<file path="config.mk">
export PLATFORM = sky130hd
export DESIGN_NAME = fwt_watchdog
export DESIGN_NICKNAME = d
export VERILOG_FILES = /design/src/design/fwt_pkg.sv /design/src/design/fwt_tick_gen.sv /design/src/design/fwt_watchdog.sv
export SDC_FILE = /design/constraint.sdc
export NUM_CORES = 1
export LEC_CHECK = 0
export ABC_CLOCK_PERIOD_IN_PS = 1760
export BUFFER_PORTS_ARGS = -buffer_cell sky130_fd_sc_hd__clkbuf_2
export CAP_MARGIN = 20
export CORE_MARGIN = 2
export CORE_UTILIZATION = 35
export DETAILED_ROUTE_END_ITERATION = 16
export GPL_ROUTABILITY_DRIVEN = 0
export PLACE_DENSITY = 0.52
export SYNTH_ARGS = -nofsm -noshare
export SYNTH_HDL_FRONTEND = slang
export SYNTH_SLANG_ARGS = --single-unit
</file>
<file path="constraint.sdc">
create_clock -name CLOCK -period 1.76 [get_ports CLOCK]
set_input_delay 0.44 -clock CLOCK [delete_from_list [all_inputs] [get_ports CLOCK]]
set_output_delay 0.44 -clock CLOCK [all_outputs]
set_load 0.02 [all_outputs]
</file>
<file path="src/design/fwt_pkg.sv">
// Shared constants, types and behaviour notes for the failsafe watchdog timer.
// Notes on behaviour
// - With the tuning pin open, timeout is 10 ms from oscillator and divider.
// - Clear input held static makes the warning a square wave of twice timeout.
// - Oscillator and timer run only with good supply and input above cutoff.
// - Falling edge or low pulse over 150 ns resets timer, warning goes high.
// - A clear before timeout keeps warning high and restarts the count.
// - No clear before timeout: warning toggles each timeout, starting low.
// - No clear in first low phase: halt goes low until clear or power-up.
// - Halt releases one timeout and one clock cycle after the upper threshold is sampled.
// - Clear events are ignored until the power-up delay has finished.
// - A clear during supervision returns warning and halt outputs high.
// - Cutoff overrides timer: halt and power-fail low, warning disabled at once.
// - After cutoff all clears are ignored until a new power-up completes.
// - Power-fail goes low below the warn threshold until upper threshold again.
// - After cutoff, rising above the upper threshold starts a new power-up.
package fwt_pkg;

  // ------------------------------------------------------------------------
  // Timing.
  // ------------------------------------------------------------------------
  localparam int unsigned CLK_MHZ             = 250;
  localparam int unsigned EXPIRY_PERIOD_MS    = 10;
  localparam int unsigned EXPIRY_CYCLES       = EXPIRY_PERIOD_MS * 1000 * CLK_MHZ;
  localparam int unsigned TICKS_PER_EXPIRY    = 32;
  localparam int unsigned OSC_DIV_CYCLES      = EXPIRY_CYCLES / TICKS_PER_EXPIRY;
  localparam int unsigned TUNED_TICKS_DEFAULT = 64;
  localparam int unsigned KICK_MIN_NS         = 150;
  localparam int unsigned KICK_MIN_CYCLES     = (KICK_MIN_NS * CLK_MHZ + 999) / 1000;

  // ------------------------------------------------------------------------
  // Output values after reset (all active low, so low means asserted).
  // ------------------------------------------------------------------------
  localparam logic WARN_RST_VAL = 1'b1;
  localparam logic HALT_RST_VAL = 1'b0;
  localparam logic PF_RST_VAL   = 1'b0;

  // ------------------------------------------------------------------------
  // Types.
  // ------------------------------------------------------------------------
  typedef enum logic [1:0] {
    FWT_OFF,
    FWT_POWERUP,
    FWT_WATCH
  } fwt_state_e;

  typedef struct packed {
    logic supply_good_level;
    logic upper_threshold_hit;
    logic warn_threshold_low;
    logic below_cutoff;
  } fwt_levels_s;

  typedef struct packed {
    logic expiry_warning_n;
    logic cpu_halt_n;
    logic power_fail_n;
  } fwt_outs_s;

endpackage

</file>
<file path="src/design/fwt_tick_gen.sv">
// Oscillator tick divider: one-cycle enable pulse every DIV clock cycles.
`timescale 1ns/1ps
module fwt_tick_gen
#(
  parameter int unsigned DIV = fwt_pkg::OSC_DIV_CYCLES
)
(
  input  wire logic clk,
  input  wire logic rst,
  input  wire logic run,
  input  wire logic restart,
  output logic      tick
);

  localparam int unsigned W = $clog2(DIV);

  // ------------------------------------------------------------------------
  // Elaboration check.
  // ------------------------------------------------------------------------
  if (DIV < 2)
  begin : g_bad_div
    $error("fwt_tick_gen: DIV must be at least 2");
  end

  logic [W-1:0] div_reg;
  logic [W-1:0] div_next;
  logic         tick_next;
  wire          at_end = (div_reg == W'(DIV - 1));

  // The divider stops and rewinds when halted so each period starts whole.
  assign div_next  = (!run || restart || at_end) ? '0 : div_reg + W'(1);
  assign tick_next = run && !restart && at_end;

  // Counter and tick flop.
  always_ff @(posedge clk or posedge rst)
  begin
    if (rst)
    begin
      div_reg <= '0;
      tick    <= 1'b0;
    end
    else
    begin
      div_reg <= div_next;
      tick    <= tick_next;
    end
  end

endmodule

</file>
<file path="src/design/fwt_watchdog.sv">
// Top level of the failsafe watchdog timer: sequencer, timer and outputs.
`timescale 1ns/1ps
module fwt_watchdog
#(
  parameter int unsigned OSC_DIV     = fwt_pkg::OSC_DIV_CYCLES,
  parameter int unsigned EXPIRY_TKS  = fwt_pkg::TICKS_PER_EXPIRY,
  parameter int unsigned TUNED_TKS   = fwt_pkg::TUNED_TICKS_DEFAULT,
  parameter int unsigned CNT_W       = 8
)
(
  input  wire logic CLOCK,
  input  wire logic RST,
  input  wire logic KICK_IN_N,
  input  wire logic OSC_TUNE_PIN_OPEN,
  input  wire logic SUPPLY_GOOD_LEVEL,
  input  wire logic UPPER_THRESHOLD_HIT,
  input  wire logic WARN_THRESHOLD_LOW,
  input  wire logic BELOW_CUTOFF_THRESHOLD,
  output logic      EXPIRY_WARNING_N,
  output logic      CPU_HALT_N,
  output logic      POWER_FAIL_N
);

  // ------------------------------------------------------------------------
  // Elaboration checks.
  // ------------------------------------------------------------------------
  if (EXPIRY_TKS < 2 || TUNED_TKS < 2)
  begin : g_bad_ticks
    $error("fwt_watchdog: terminal counts must be at least 2");
  end
  if (EXPIRY_TKS > (1 << CNT_W) || TUNED_TKS > (1 << CNT_W))
  begin : g_bad_width
    $error("fwt_watchdog: CNT_W too narrow for terminal counts");
  end

  // ------------------------------------------------------------------------
  // Input capture.
  // ------------------------------------------------------------------------
  // The clear pin and tuning strap are asynchronous to CLOCK; the comparator
  // levels arrive already synchronised and are only bundled here.
  logic                kick_s1_reg;
  logic                kick_s2_reg;
  logic                kick_prev_reg;
  logic                tune_s1_reg;
  logic                tune_s2_reg;
  fwt_pkg::fwt_levels_s lvl;

  assign lvl = '{supply_good_level:   SUPPLY_GOOD_LEVEL,
                 upper_threshold_hit: UPPER_THRESHOLD_HIT,
                 warn_threshold_low:  WARN_THRESHOLD_LOW,
                 below_cutoff:        BELOW_CUTOFF_THRESHOLD};

  // Two-flop synchronisers and the edge history flop.
  always_ff @(posedge CLOCK or posedge RST)
  begin
    if (RST)
    begin
      kick_s1_reg   <= 1'b1;
      kick_s2_reg   <= 1'b1;
      kick_prev_reg <= 1'b1;
      tune_s1_reg   <= 1'b1;
      tune_s2_reg   <= 1'b1;
    end
    else
    begin
      kick_s1_reg   <= KICK_IN_N;
      kick_s2_reg   <= kick_s1_reg;
      kick_prev_reg <= kick_s2_reg;
      tune_s1_reg   <= OSC_TUNE_PIN_OPEN;
      tune_s2_reg   <= tune_s1_reg;
    end
  end

  // A falling edge is the clear event; any low pulse of 150 ns spans many
  // clock periods, so edge detection after the synchroniser never misses it.
  wire kick_fall = kick_prev_reg && !kick_s2_reg;

  // ------------------------------------------------------------------------
  // Sequencer state and shared decode.
  // ------------------------------------------------------------------------
  fwt_pkg::fwt_state_e state_reg;
  fwt_pkg::fwt_state_e state_next;
  logic [CNT_W-1:0]    tick_cnt_reg;
  logic [CNT_W-1:0]    tick_cnt_next;
  fwt_pkg::fwt_outs_s  outs_reg;
  fwt_pkg::fwt_outs_s  outs_next;
  logic                osc_tick;

  // Loss of supply or a drop below cutoff stops everything at once.
  wire off_cond  = !lvl.supply_good_level || lvl.below_cutoff;
  wire start_up  = !off_cond && lvl.upper_threshold_hit;
  wire in_watch  = (state_reg == fwt_pkg::FWT_WATCH);
  wire in_pwrup  = (state_reg == fwt_pkg::FWT_POWERUP);
  // Clears only count once supervision runs; power-up and off states drop them.
  wire kick_take = kick_fall && in_watch && !off_cond;
  // A strapped tuning pin selects the alternate oscillator terminal count.
  wire [CNT_W-1:0] last_tick = tune_s2_reg ? CNT_W'(EXPIRY_TKS - 1)
                                           : CNT_W'(TUNED_TKS - 1);
  wire expire    = osc_tick && (tick_cnt_reg == last_tick) && !off_cond;
  wire osc_run   = (in_watch || in_pwrup) && !off_cond;

  // ------------------------------------------------------------------------
  // Oscillator divider.
  // ------------------------------------------------------------------------
  // Rewinding the divider on a clear keeps every timeout a whole period long
  // at the cost of the divider phase following the host's clear timing.
  fwt_tick_gen
  #(
    .DIV     (OSC_DIV)
  )
  u_tick
  (
    .clk     (CLOCK),
    .rst     (RST),
    .run     (osc_run),
    .restart (kick_take),
    .tick    (osc_tick)
  );

  // ------------------------------------------------------------------------
  // Next-state decode.
  // ------------------------------------------------------------------------
  // Off waits for supply and the upper threshold; power-up lasts one period.
  always_comb
  begin
    state_next = state_reg;
    unique case (state_reg)
      fwt_pkg::FWT_OFF:
      begin
        if (start_up)
          state_next = fwt_pkg::FWT_POWERUP;
      end
      fwt_pkg::FWT_POWERUP:
      begin
        if (off_cond)
          state_next = fwt_pkg::FWT_OFF;
        else if (expire)
          state_next = fwt_pkg::FWT_WATCH;
      end
      fwt_pkg::FWT_WATCH:
      begin
        if (off_cond)
          state_next = fwt_pkg::FWT_OFF;
      end
      default:
        state_next = fwt_pkg::FWT_OFF;
    endcase
  end

  // Tick counter: cleared when stopped or by a clear, wraps each period.
  always_comb
  begin
    if (!osc_run || state_reg == fwt_pkg::FWT_OFF)
      tick_cnt_next = '0;
    else if (kick_take)
      tick_cnt_next = '0;
    else if (expire)
      tick_cnt_next = '0;
    else if (osc_tick)
      tick_cnt_next = tick_cnt_reg + CNT_W'(1);
    else
      tick_cnt_next = tick_cnt_reg;
  end

  // Output decode for warning and halt.
  always_comb
  begin
    outs_next = outs_reg;
    if (off_cond || state_reg == fwt_pkg::FWT_OFF)
    begin
      outs_next.expiry_warning_n = 1'b1;
      outs_next.cpu_halt_n       = 1'b0;
    end
    else if (in_pwrup)
    begin
      outs_next.expiry_warning_n = 1'b1;
      outs_next.cpu_halt_n       = expire;
    end
    else if (kick_take)
    begin
      outs_next.expiry_warning_n = 1'b1;
      outs_next.cpu_halt_n       = 1'b1;
    end
    else if (expire)
    begin
      // Toggling goes on forever without a clear, giving the 2x square wave.
      outs_next.expiry_warning_n = !outs_reg.expiry_warning_n;
      if (!outs_reg.expiry_warning_n)
        outs_next.cpu_halt_n = 1'b0;
    end
    // The power-fail latch: set to low below the warn level, freed by upper.
    if (off_cond)
      outs_next.power_fail_n = 1'b0;
    else if (lvl.warn_threshold_low)
      outs_next.power_fail_n = 1'b0;
    else if (lvl.upper_threshold_hit)
      outs_next.power_fail_n = 1'b1;
  end

  // ------------------------------------------------------------------------
  // State registers.
  // ------------------------------------------------------------------------
  // Kept short: all decisions live in the decode above.
  always_ff @(posedge CLOCK or posedge RST)
  begin
    if (RST)
    begin
      state_reg    <= fwt_pkg::FWT_OFF;
      tick_cnt_reg <= '0;
      outs_reg     <= '{expiry_warning_n: fwt_pkg::WARN_RST_VAL,
                        cpu_halt_n:       fwt_pkg::HALT_RST_VAL,
                        power_fail_n:     fwt_pkg::PF_RST_VAL};
    end
    else
    begin
      state_reg    <= state_next;
      tick_cnt_reg <= tick_cnt_next;
      outs_reg     <= outs_next;
    end
  end

  // Outputs come straight from the output flops.
  assign EXPIRY_WARNING_N = outs_reg.expiry_warning_n;
  assign CPU_HALT_N       = outs_reg.cpu_halt_n;
  assign POWER_FAIL_N     = outs_reg.power_fail_n;

  // ------------------------------------------------------------------------
  // Assertions.
  // ------------------------------------------------------------------------
  // A cutoff forces halt and power-fail low and parks the warning high.
  property p_cutoff_override;
    @(posedge CLOCK) disable iff (RST)
    BELOW_CUTOFF_THRESHOLD |=> (!CPU_HALT_N && !POWER_FAIL_N && EXPIRY_WARNING_N);
  endproperty
  a_cutoff_override: assert property (p_cutoff_override)
    else $error("cutoff did not force outputs");

  // Loss of supply stops the timer count and parks the sequencer.
  property p_supply_stop;
    @(posedge CLOCK) disable iff (RST)
    !SUPPLY_GOOD_LEVEL |=> (tick_cnt_reg == '0) && (state_reg == fwt_pkg::FWT_OFF);
  endproperty
  a_supply_stop: assert property (p_supply_stop)
    else $error("timer kept running without supply");

  // A clear taken during supervision frees both outputs on the next edge.
  property p_kick_frees;
    @(posedge CLOCK) disable iff (RST)
    (in_watch && kick_fall && !off_cond) |=> (EXPIRY_WARNING_N && CPU_HALT_N
                                              && tick_cnt_reg == '0);
  endproperty
  a_kick_frees: assert property (p_kick_frees)
    else $error("clear did not free outputs");

  // Clears during power-up change nothing: halt stays low.
  property p_pwrup_ignores;
    @(posedge CLOCK) disable iff (RST)
    (in_pwrup && kick_fall && !expire && !off_cond) |=> !CPU_HALT_N && in_pwrup;
  endproperty
  a_pwrup_ignores: assert property (p_pwrup_ignores)
    else $error("clear acted during power-up");

  // Halt is released only by the power-up expiry or a clear.
  property p_halt_release;
    @(posedge CLOCK) disable iff (RST)
    $rose(CPU_HALT_N) |-> ($past(expire) && $past(in_pwrup)) || $past(kick_take);
  endproperty
  a_halt_release: assert property (p_halt_release)
    else $error("halt released without cause");

  // First expiry with warning high drives it low while halt stays high.
  property p_first_low;
    @(posedge CLOCK) disable iff (RST)
    (in_watch && expire && !kick_take && EXPIRY_WARNING_N && CPU_HALT_N)
      |=> (!EXPIRY_WARNING_N && CPU_HALT_N);
  endproperty
  a_first_low: assert property (p_first_low)
    else $error("warning did not start low phase");

  // The end of a low phase without a clear drops halt and raises warning.
  property p_halt_after_low;
    @(posedge CLOCK) disable iff (RST)
    (in_watch && expire && !kick_take && !EXPIRY_WARNING_N)
      |=> (!CPU_HALT_N && EXPIRY_WARNING_N);
  endproperty
  a_halt_after_low: assert property (p_halt_after_low)
    else $error("halt did not assert after low phase");

  // Once low in supervision, halt holds until a clear arrives.
  property p_halt_sticky;
    @(posedge CLOCK) disable iff (RST)
    (in_watch && !CPU_HALT_N && !kick_fall) |=> !CPU_HALT_N;
  endproperty
  a_halt_sticky: assert property (p_halt_sticky)
    else $error("halt released without a clear");

  // The power-fail latch holds low until the upper threshold returns.
  property p_pf_latch;
    @(posedge CLOCK) disable iff (RST)
    (!POWER_FAIL_N && !UPPER_THRESHOLD_HIT) |=> !POWER_FAIL_N;
  endproperty
  a_pf_latch: assert property (p_pf_latch)
    else $error("power-fail released early");

  // Ticks are at least two cycles apart, and the count never passes the end.
  property p_tick_bound;
    @(posedge CLOCK) disable iff (RST)
    osc_tick |=> !osc_tick ##0 (tick_cnt_reg <= last_tick);
  endproperty
  a_tick_bound: assert property (p_tick_bound)
    else $error("tick spacing or count out of range");

endmodule

</file>
**Word level (Yosys, flattened, before mapping)**

Cells that the tools add are included.

- Bits of input ports: 8
- Output and inout port bits: 3
- Word-level logic and storage cells: 68
- Flip-flop bits (word level): 36

- $add $sub $neg: 2
- Eq/ne operators: 8
- Muxes and demuxes: 19
- Reductions and logical operators: 27

Operators by type and width:

| kind | count |
|---|---|
| 8-bit 2-to-1 mux | 4 |
| 17-bit by 1-bit adder with 17-bit output, second input constant | 1 |
| 17-bit == test, second input constant | 1 |
| 17-bit 2-to-1 mux | 1 |
| 2-bit 2-to-1 mux | 8 |
| 1-bit logical AND | 9 |
| 8-bit by 1-bit adder with 8-bit output, second input constant | 1 |
| 8-bit by 6-bit == test with 1-bit output | 1 |
| 4-bit nonzero test | 2 |
| 1-bit logical NOT | 6 |
| 1-bit logical OR | 6 |
| 6-bit 2-to-1 mux | 1 |
| 2-bit one-hot mux with 3 select lines | 1 |
| 1-bit 2-to-1 mux | 4 |
| 2-bit != test, second input constant | 2 |
| 4-bit by 1-bit != test with 1-bit output, second input constant | 1 |
| 3-bit by 2-bit != test with 1-bit output, second input constant | 1 |
| 3-bit AND reduction | 1 |
| 3-bit nonzero test | 1 |
| 2-bit by 1-bit == test with 1-bit output, second input constant | 1 |
| 2-bit == test, second input constant | 1 |
| 2-bit logical NOT | 1 |
| 2-bit AND reduction | 1 |

**Logic depth before layout (Yosys ltp)**

Gate-level depths: netlist of run 1.

- Depth after elaboration: 8
- Gate-level depth with buffers: 7
- Gate-level depth less buffers: 6

**Cells and area by module**

A second synthesis of run 1 with hierarchy kept.

- Cells, all modules: 174
- Area total of the unflattened synthesis: 1851.8 µm²

By module, submodules not included:

| module | area each (µm²) | cells each | times used | sequential area each (µm²) |
|---|---|---|---|---|
| fwt_tick_gen | 939.7 | 95 | 1 | 450.4 |
| fwt_watchdog | 912.1 | 79 | 1 | 457.9 |

**Worst setup path after synthesis of run 1**

No wires, ideal clock.

- Path type: register to register
- Start: register tick_cnt_reg[0]
- End: register tick_cnt_reg[1]
- Clock period less this slack: 1587 ps
- Path slack: 173 ps
- Cell stages (with the launch flop): 7
- Arrival: 1518 ps
- Required time: 1691 ps
- Library setup time: 69 ps
- Buffers on the path: 1
- Path through: dfrtp_1 > ha_1 > and3_4 > and4_4 > or3_1 > buf_6 > nor2_2

- Longest elaborated chain between the ends: 6
- Elaborated cells on any way between the ends: 9
- Classes of those cells: add/sub: 1; eq/ne: 1; mux: 4; reduce/logical: 3

RTL lines:

| what | RTL line | RTL |
|---|---|---|
| from (decl) | fwt_watchdog.sv:83 | `logic [CNT_W-1:0] tick_cnt_reg;` |
| from (signal assigned) | fwt_watchdog.sv:217 | `tick_cnt_reg <= tick_cnt_next;` |
| parallel branches: the longest is 6 deep, another holds 8-bit by 1-bit adder with 8-bit output | -- |  |

Parallel ways; which one is timed is not known. The select of a mux whose other input is x is not followed.
A chain may end at the register's enable or synchronous reset.

**Worst setup path in the final report of run 1**

- Start: register tick_cnt_reg[0]
- End: register state_reg[0]

- Longest elaborated chain between the ends: 5

RTL lines:

| what | RTL line | RTL |
|---|---|---|
| 8-bit by 6-bit == test with 1-bit output | fwt_watchdog.sv:99 | `wire expire = osc_tick && (tick_cnt_reg == last_tick) && !off_cond;` |
| 1-bit logical AND (2 in a row) | fwt_watchdog.sv:99 |  |
| 3-bit by 2-bit != test with 1-bit output (no source line) | -- |  |
| 3-bit AND reduction (no source line) | -- |  |
| to (signal assigned) | fwt_watchdog.sv:208 | `state_reg <= fwt_pkg::FWT_OFF;` |
| to (signal assigned) | fwt_watchdog.sv:216 | `state_reg <= state_next;` |
| to (decl) | fwt_watchdog.sv:81 | `fwt_pkg::fwt_state_e state_reg;` |

Every way passes these cells.

==> qor.txt, run 1 <==
status -> finished clean
worst skew pair latency -> 280 ps
commonest cells in the netlist -> dfrtp_1 (30), nor2_1 (19), xnor2_1 (14)
reg2reg end -> state_reg[0]$_DFFE_PP0P_
Final HPWL DP -> 2300 um
setup TNS -> 0 ps
Cell Area, Placed -> 1980 sq um
Die Wd -> 75.6 um
RSZ-0062 raised after global routing -> false
Max Cap Viol -> 0
CTS Buffer Depth -> 2
share of post-route cells with drive strength above 1 -> 23.7%
Avg WL per Cell -> 12.4 um
FF+latch count, synth -> 36
Crit Path Class -> reg2reg
Buf/Inv on CP -> 0
count of final max-slew check failures -> 0
crit path cell chain -> ha_1 -> and3_4 -> and4_4 -> o21ai_0 -> mux2_2
GRT Overall Usage -> 13.3%
die area -> 5720 sq um
initial antenna violation count -> 0
Initial DRC Count -> 72
cell taking the most area after synthesis -> dfrtp_1
crit path DAT -> 1820 ps
largest fanout on the critical path -> 4
WP data required -> 1930 ps
area delta synth->final -> 16.3%
ANT cells -> 0
Post-synth EDFFs -> 0
Root Buffer -> clkbuf_8
P_leak -> 0.833 nW
Crit. End Element -> flip-flop
Hold Crit Class -> in2async
Register-to-Register Path Depth -> 5
Critical Path Start Type -> flip-flop
critical path's slowest cell -> dfrtp_1
worst clock skew -> 3.32 ps
Tmin final -> 1650 ps
Place WS -> 9.09 ps
Fin. Hold Viols -> 0
io pins -> 11
Cells after Synth -> 168
register area -> 908 sq um
largest cells by area after synthesis -> dfrtp_1 (42%), dfstp_2 (8.8%), xnor2_1 (6.8%), xor2_1 (4.4%), ha_1 (4.2%)
Synth top area share -> 41.8%
fin area -> 2090 sq um
CTS tree -> built
Worst-path clk slew -> 70 ps
final WL -> 3220 um
H-tree depth -> 2
worst flop-to-flop path startpoint -> tick_cnt_reg[0]$_DFFE_PP0P_
period utilisation layout -> 93.8%
FILL cells -> 487
area of the mapped netlist -> 1800 sq um
largest net degree at the start of global routing -> 26
sequential element share of the synthesized area -> 50.6%
syn avg cell area -> 10.7 sq um
Die Height -> 75.6 um
port bufs -> 10
Max transition margin -> 68.0%
Max VDD drop -> 0.411 mV
DRT Pass-1 Iters -> 4
Worst-Margin Slew -> 480 ps
fmax -> 0.606 GHz
FP Rows -> 26
setup violators final -> 0
YS warnings -> 0
Antenna Nets Post-Route -> 0
Congestion Overflow GR -> 0
library cells used by synthesis -> 39
drt drc -> 0
crit-path max cell delay -> 410 ps
final worst slack -> 110 ps
Synth Flop Type -> dfrtp_1
r2r setup slk -> 110 ps
area of the multi-input gates -> 827 sq um
Synthesized Nets -> 182
Final Net Count -> 203
Initial Util -> 35.6%
core area -> 5040 sq um
first-pass GRT wire length -> 5580 um
TritonCTS Sinks -> 36
ys async rst share -> 100%
pwr/cell area -> 851 nW/um^2
cell family with most CP delay -> flip-flops
total CTS buffers -> 5
Power Total -> 1.78 mW
Util after Layout -> 41.4%
vias in the first global route -> 1233
Largest register FFs -> 17
Via density -> 4.85
most common cell in the netlist -> dfrtp_1
vias post-DR -> 1260
==> kinds of logic after synthesis <==
logic type | count (synthesis) | synth area share (%)
flip-flops | 36 | 50.6
multiplexers | 2 | 1.18
XOR/XNOR | 23 | 11.2
buffers and inverters | 12 | 3.62
adder cells (fa/ha/maj) | 6 | 4.18
AND/OR/NAND/NOR | 77 | 24.4
AO/OA/AOI/OAI | 12 | 4.81
==> metrics by stage <==
step                      instances  hold WS (ps)
after floorplan                 168           345
after global placement          252           347
after detailed placement        252           348
after CTS                       260           151
after global routing            260           156
final                           260           140
==> cell type report <==
type | count | area share (%)
well taps | 70 | 4.19
clock buffers | 8 | 4.79
multi-input cells | 120 | 39.6
flip-flops and latches | 36 | 43.5
inverters | 8 | 1.44
repair buffers | 18 | 6.47
==> per-layer routing <==
metal,up-vias,GRT usage (%),share of wire [%]
met2,22,21.9,50
met3,6,5.56,5.0
li1,625,-,-
met1,607,15.3,43
met4,0,5.26,1.2
met5,-,0,0
==> worst max path at each step <==
stage,startpoint,to,cells past startpoint
floorplan,tick_cnt_reg[0]$_DFFE_PP0P_,tick_cnt_reg[1]$_DFFE_PP0P_,6
global placement,tick_cnt_reg[0]$_DFFE_PP0P_,tick_cnt_reg[0]$_DFFE_PP0P_,5
detailed placement,tick_cnt_reg[0]$_DFFE_PP0P_,tick_cnt_reg[6]$_DFFE_PP0P_,5
CTS,tick_cnt_reg[0]$_DFFE_PP0P_,state_reg[0]$_DFFE_PP0P_,5
global route,u_tick.div_reg[0]$_DFF_PP0_,u_tick.div_reg[15]$_DFF_PP0_,7
finish,tick_cnt_reg[0]$_DFFE_PP0P_,state_reg[0]$_DFFE_PP0P_,5
==> cell usage in the layout (no fill, tap or decap), drive strengths merged <==
cell type  count
a21oi          3
a221oi         1
a22oi          1
a41oi          1
and3           3
and4           1
and4bb         1
buf            8
clkbuf        18
dfrtp         30
dfstp          6
ha             6
inv            8
mux2           1
mux2i          1
nand2          8
nand2b         1
nand3         10
nand3b         1
nand4          8
nor2          26
nor2b          1
nor3           5
nor3b          1
nor4           6
nor4b          2
o211ai         1
o21ai          4
o21bai         1
or3            2
or3b           1
xnor2         14
xor2           9
==> report_power, final <==
part / internal, mW / leakage [nW] / switching [mW]
combinational: 0.121 / 0.303 / 0.138
sequential: 0.858 / 0.479 / 0.0221
clock: 0.357 / 0.0515 / 0.281
==> what timing repair did <==
| item | CTS | global route |
|---|---|---|
| hold buffers | 0 | 0 |
| gates resized for setup | 1 | 0 |
| setup endpoints to repair | 3 | 0 |
| buffers inserted | 0 | 0 |
(Power assumes the default switching activity.)
==> run 2, diff against run 1 <==
--- a/config.mk
+++ b/config.mk
@@ -12,7 +12,7 @@
 export CORE_UTILIZATION = 35
 export DETAILED_ROUTE_END_ITERATION = 16
 export GPL_ROUTABILITY_DRIVEN = 0
-export PLACE_DENSITY = 0.52
+export MAX_ROUTING_LAYER = met4
 export SYNTH_ARGS = -nofsm -noshare
 export SYNTH_HDL_FRONTEND = slang
 export SYNTH_SLANG_ARGS = --single-unit
==> qor.txt, run 2 (synthesis results as in run 1) <==
non-filler cells, final -> 258 (was 260)
final worst slack -> 142 ps (was 110 ps)
Critical Path Start Type -> flip-flop (unchanged)
largest fanout on the critical path -> 4 (unchanged)
H-tree depth -> 2 (unchanged)
Power Total -> 1.72 mW (was 1.78 mW)
Root Buffer -> clkbuf_8 (unchanged)
Max VDD drop -> 0.300 mV (was 0.411 mV)
CTS Buffer Depth -> 2 (unchanged)
FILL cells -> 519 (was 487)
pwr/cell area -> 838 nW/um^2 (was 851 nW/um^2)
Avg WL per Cell -> 12.0 um (was 12.4 um)
Cell Area, Placed -> 1960 sq um (was 1980 sq um)
Die Height -> 75.6 um (unchanged)
setup violators final -> 0 (unchanged)
Max transition margin -> 70.5% (was 68.0%)
die area -> 5720 sq um (unchanged)
fmax -> 0.618 GHz (was 0.606 GHz)
GRT Overall Usage -> 13.2% (was 13.3%)
status -> finished clean (unchanged)
initial antenna violation count -> 0 (unchanged)
Place WS -> 6.60 ps (was 9.09 ps)
first-pass GRT wire length -> 5510 um (was 5580 um)
area of the multi-input gates -> 827 sq um (unchanged)
Util after Layout -> 40.7% (was 41.4%)
Via density -> 4.71 (was 4.85)
Die Wd -> 75.6 um (unchanged)
worst clock skew -> 5.35 ps (was 3.32 ps)
largest net degree at the start of global routing -> 37 (was 26)
worst skew pair latency -> 280 ps (about the same)
area delta synth->final -> 14.2% (was 16.3%)
period utilisation layout -> 92.0% (was 93.8%)
Register-to-Register Path Depth -> 5 (unchanged)
share of post-route cells with drive strength above 1 -> 22.3% (was 23.7%)
TritonCTS Sinks -> 36 (unchanged)
Initial DRC Count -> 41 (was 72)
Critical Path Stages -> 5 (unchanged)
port bufs -> 10 (unchanged)
Max Cap Viol -> 0 (unchanged)
CTS tree -> built (unchanged)
drt drc -> 0 (unchanged)
Buf/Inv on CP -> 0 (unchanged)
RSZ-0062 raised after global routing -> false (unchanged)
commonest cells after routing, fill and taps aside -> dfrtp_1 (30), nor2_1 (19), xnor2_1 (14) (unchanged)
Final HPWL DP -> 2170 um (was 2300 um)
worst flop-to-flop path startpoint -> tick_cnt_reg[0]$_DFFE_PP0P_ (unchanged)
Tmin final -> 1620 ps (was 1650 ps)
Largest register FFs -> 17 (unchanged)
Initial Util -> 35.6% (unchanged)
commonest non-fill, non-tap cell in the layout -> dfrtp_1 (unchanged)
r2r setup slk -> 140 ps (was 110 ps)
CP Launch Point -> tick_cnt_reg[0]$_DFFE_PP0P_ (unchanged)
reg2reg end -> state_reg[0]$_DFFE_PP0P_ (unchanged)
io pins -> 11 (unchanged)
fin area -> 2050 sq um (was 2090 sq um)
Placed Cells -> 250 (was 252)
crit path DAT -> 1790 ps (was 1820 ps)
Hold Crit Class -> in2async (unchanged)
cell family with most CP delay -> flip-flops (unchanged)
Crit Path Class -> reg2reg (unchanged)
FP Rows -> 26 (unchanged)
end point of the critical path -> state_reg[0]$_DFFE_PP0P_ (unchanged)
count of final max-slew check failures -> 0 (unchanged)
vias post-DR -> 1214 (was 1260)
Congestion Overflow GR -> 0 (unchanged)
crit-path max cell delay -> 400 ps (was 410 ps)
Worst-Margin Slew -> 443 ps (was 480 ps)
Final Net Count -> 201 (was 203)
total CTS buffers -> 5 (unchanged)
vias in the first global route -> 1249 (was 1233)
register area -> 908 sq um (unchanged)
Crit. End Element -> flip-flop (unchanged)
Min Hold Slack -> 235 ps (was 140 ps)
critical path's slowest cell -> dfrtp_1 (unchanged)
core area -> 5040 sq um (unchanged)
P_leak -> 0.813 nW (was 0.833 nW)
final WL -> 3080 um (was 3220 um)
setup TNS -> 0 ps (unchanged)
Antenna Nets Post-Route -> 0 (unchanged)
Fin. Hold Viols -> 0 (unchanged)
Worst-path clk slew -> 70 ps (about the same)
crit path cell chain -> ha_1 -> and3_4 -> and4_4 -> o21ai_0 -> mux2_2 (unchanged)
DRT Pass-1 Iters -> 4 (unchanged)
ANT cells -> 0 (unchanged)
WP data required -> 1930 ps (about the same)
## run 2: cell types whose count changed in the layout (fill, tap and decap cells not counted)
cell      delta
buf_12       -1
buf_4        -1
clkbuf_1     +1
clkbuf_8     -1
## run 2: how the worst min path moves through the flow
stage / startpoint / endpoint / slack, ps / cells after the start
after floorplan: kick_s1_reg$_DFF_PP1_ / kick_s2_reg$_DFF_PP1_ / 350 / 0
after global placement: kick_s1_reg$_DFF_PP1_ / kick_s2_reg$_DFF_PP1_ / 350 / 0
after detailed placement: kick_s1_reg$_DFF_PP1_ / kick_s2_reg$_DFF_PP1_ / 350 / 0
after CTS: KICK_IN_N / kick_s1_reg$_DFF_PP1_ / 220 / 1
after global routing: KICK_IN_N / kick_s1_reg$_DFF_PP1_ / 210 / 1
final: RST / u_tick.div_reg[8]$_DFF_PP0_ / 230 / 3
## run 2: cell type report
type	count	share of cell area (%)
well taps	70	4.27
inverters	8	1.46
clock buffers	8	4.39
multi-input cells	120	40.3
flip-flops and latches	36	44.3
repair buffers	16	5.25
## run 2: worst reg2reg max path, cell delays in order, from the launching register on
cell	delay [ps]
dfrtp_1	400
ha_1	220
and3_4	180
and4_4	180
o21ai_0	180
mux2_2	350
## run 2: timing repair
action,CTS,global route
hold buffers,0,0
endpoints found under the hold margin,0,0
endpoints found under the setup margin,6,0
setup buffers,0,0
resized for setup,1,0
## run 2: report_power, final
group | total, mW | switching [mW] | internal [mW]
registers | 0.879 | 0.0206 | 0.858
logic | 0.251 | 0.136 | 0.115
clock network | 0.590 | 0.271 | 0.319
total | 1.72 | 0.428 | 1.29
## run 2: per-layer routing
| layer | share of wire (%) | vias to the layer above | track usage (%) |
|---|---|---|---|
| met5 | 0 | - | - |
| met1 | 49 | 579 | 16.6 |
| met2 | 48 | 14 | 20.1 |
| met3 | 3.0 | 5 | 4.37 |
| li1 | - | 616 | - |
| met4 | 0.75 | 0 | 4.09 |
==> run 3, diff against run 2 <==
--- a/config.mk
+++ b/config.mk
@@ -8,10 +8,10 @@
 export ABC_CLOCK_PERIOD_IN_PS = 1760
 export BUFFER_PORTS_ARGS = -buffer_cell sky130_fd_sc_hd__clkbuf_2
 export CAP_MARGIN = 20
-export CORE_MARGIN = 2
+export CORE_ASPECT_RATIO = 0.9
 export CORE_UTILIZATION = 35
 export DETAILED_ROUTE_END_ITERATION = 16
-export GPL_ROUTABILITY_DRIVEN = 0
+export GPL_ROUTABILITY_DRIVEN = 1
 export MAX_ROUTING_LAYER = met4
 export SYNTH_ARGS = -nofsm -noshare
 export SYNTH_HDL_FRONTEND = slang
==> qor.txt, run 3 (synthesis results as in run 1) <==
drt drc -> 0 (unchanged)
core area -> 4890 sq um (was 5040 sq um)
worst skew pair latency -> 290 ps (was 280 ps)
Crit Path Class -> reg2reg (unchanged)
wire length on met1 -> 1560 um (was 1500 um)
Max Cap Viol -> 0 (unchanged)
commonest non-fill, non-tap cell in the layout -> dfrtp_1 (unchanged)
Crit. End Element -> flip-flop (unchanged)
port bufs -> 10 (unchanged)
fmax -> 0.600 GHz (was 0.618 GHz)
largest fanout on the critical path -> 4 (unchanged)
Register-to-Register Path Depth -> 5 (unchanged)
setup violators final -> 0 (unchanged)
Logic pwr share -> 13.2% (was 14.6%)
vias in the first global route -> 1150 (was 1249)
commonest cells after routing, fill and taps aside -> dfrtp_1 (30), nor2_1 (19), xnor2_1 (14) (unchanged)
CTS Buffer Depth -> 2 (unchanged)
FILL cells -> 469 (was 519)
area of the multi-input gates -> 827 sq um (unchanged)
Largest register FFs -> 17 (unchanged)
Max VDD drop -> 0.476 mV (was 0.300 mV)
setup TNS -> 0 ps (unchanged)
Die Height -> 69.9 um (was 75.6 um)
P_leak -> 0.833 nW (was 0.813 nW)
met3 wire len -> 101 um (was 92 um)
WP data required -> 1930 ps (about the same)
final WL -> 3120 um (was 3080 um)
fin area -> 2080 sq um (was 2050 sq um)
H-tree depth -> 2 (unchanged)
Antenna Nets Post-Route -> 0 (unchanged)
Final Net Count -> 203 (was 201)
pwr/cell area -> 884 nW/um^2 (was 838 nW/um^2)
non-filler cells, final -> 255 (was 258)
crit path DAT -> 1840 ps (was 1790 ps)
Min Hold Slack -> 225 ps (was 235 ps)
Final HPWL DP -> 2170 um (about the same)
area delta synth->final -> 15.7% (was 14.2%)
vias post-DR -> 1201 (was 1214)
DRT Pass-1 Iters -> 4 (unchanged)
clock power share -> 39.1% (was 34.3%)
GRT Overall Usage -> 13.3% (was 13.2%)
initial antenna violation count -> 0 (unchanged)
final worst slack -> 93.7 ps (was 142 ps)
RSZ-0062 raised after global routing -> false (unchanged)
Cell Area, Placed -> 1960 sq um (about the same)
total CTS buffers -> 5 (unchanged)
highest routed layer -> met4 (unchanged)
Worst-path clk slew -> 80 ps (was 70 ps)
die area -> 5420 sq um (was 5720 sq um)
Util after Layout -> 42.4% (was 40.7%)
first-pass GRT wire length -> 5330 um (was 5510 um)
Initial DRC Count -> 65 (was 41)
CTS tree -> built (unchanged)
FP Rows -> 24 (was 26)
Via density -> 4.71 (about the same)
Critical Path Start Type -> flip-flop (unchanged)
ANT cells -> 0 (unchanged)
Worst-Margin Slew -> 447 ps (was 443 ps)
share of post-route cells with drive strength above 1 -> 23.7% (was 22.3%)
detailed route wirelength on metal2 -> 1420 um (was 1470 um)
Congestion Overflow GR -> 0 (unchanged)
GP Congestion -> 0.761
Die Wd -> 77.5 um (was 75.6 um)
Power Total -> 1.84 mW (was 1.72 mW)
period utilisation layout -> 94.7% (was 92.0%)
Max transition margin -> 70.2% (was 70.5%)
TritonCTS Sinks -> 36 (unchanged)
Seq pwr share -> 47.7% (was 51.1%)
worst clock skew -> 7.33 ps (was 5.35 ps)
Root Buffer -> clkbuf_8 (unchanged)
Placed Cells -> 247 (was 250)
Fin. Hold Viols -> 0 (unchanged)
largest net degree at the start of global routing -> 37 (unchanged)
Hold Crit Class -> in2async (unchanged)
status -> finished clean (unchanged)
count of final max-slew check failures -> 0 (unchanged)
register area -> 908 sq um (unchanged)
Place WS -> -19.2 ps (was 6.60 ps)
switch share -> 24.6% (was 24.9%)
Tmin final -> 1670 ps (was 1620 ps)
switching power -> 452 uW (was 428 uW)
Initial Util -> 36.7% (was 35.6%)
Power Internal -> 1.38 mW (was 1.29 mW)
Avg WL per Cell -> 12.2 um (was 12.0 um)
io pins -> 11 (unchanged)
==> run 3: path summary, 6_finish.rpt <==
path                                             startpoint                           to  slack, ps
worst max-delay path            tick_cnt_reg[0]$_DFFE_PP0P_     state_reg[0]$_DFFE_PP0P_         90
worst min-delay path                                    RST  u_tick.div_reg[5]$_DFF_PP0_        220
worst max register to register  tick_cnt_reg[0]$_DFFE_PP0P_     state_reg[0]$_DFFE_PP0P_         90
worst min register to register        kick_s1_reg$_DFF_PP1_        kick_s2_reg$_DFF_PP1_        360
max in group asynchronous                               RST        kick_s1_reg$_DFF_PP1_       1190
min in group CLOCK                        OSC_TUNE_PIN_OPEN        tune_s1_reg$_DFF_PP1_        230
==> run 3: repair_timing <==
item                       in CTS  in global routing
gates resized for setup         1                  0
setup buffers                   0                  0
hold buffers                    0                  0
setup endpoints to repair       4                  0
==> run 3: layout make-up <==
type | count | area share (%)
flip-flops and latches | 36 | 43.7
multi-input cells | 120 | 39.8
repair buffers | 18 | 5.90
well taps | 65 | 3.92
clock buffers | 6 | 3.49
clock inverters | 2 | 1.69
inverters | 8 | 1.45
==> run 3: power groups by stage <==
stage	Clock, mW	Sequential, mW	Combinational, mW
2_1_floorplan	0	0.893	0.169
3_3_place_gp	0	0.892	0.240
3_5_place_dp	0	0.893	0.240
4_1_cts	0.750	0.877	0.247
5_1_grt	0.776	0.881	0.269
6_report	0.717	0.876	0.242
==> run 3: critical path: stages (launching register included) <==
cell and delay (ps):
dfrtp_1 400, ha_1 220, and3_4 180, and4_4 180, o21ai_0 220, mux2_2 360
==> run 3: metal layers <==
layer	global-route usage (%)	vias up
met5	-	-
met4	4.40	0
met3	4.71	4
met2	20.2	18
met1	16.4	559
li1	-	620
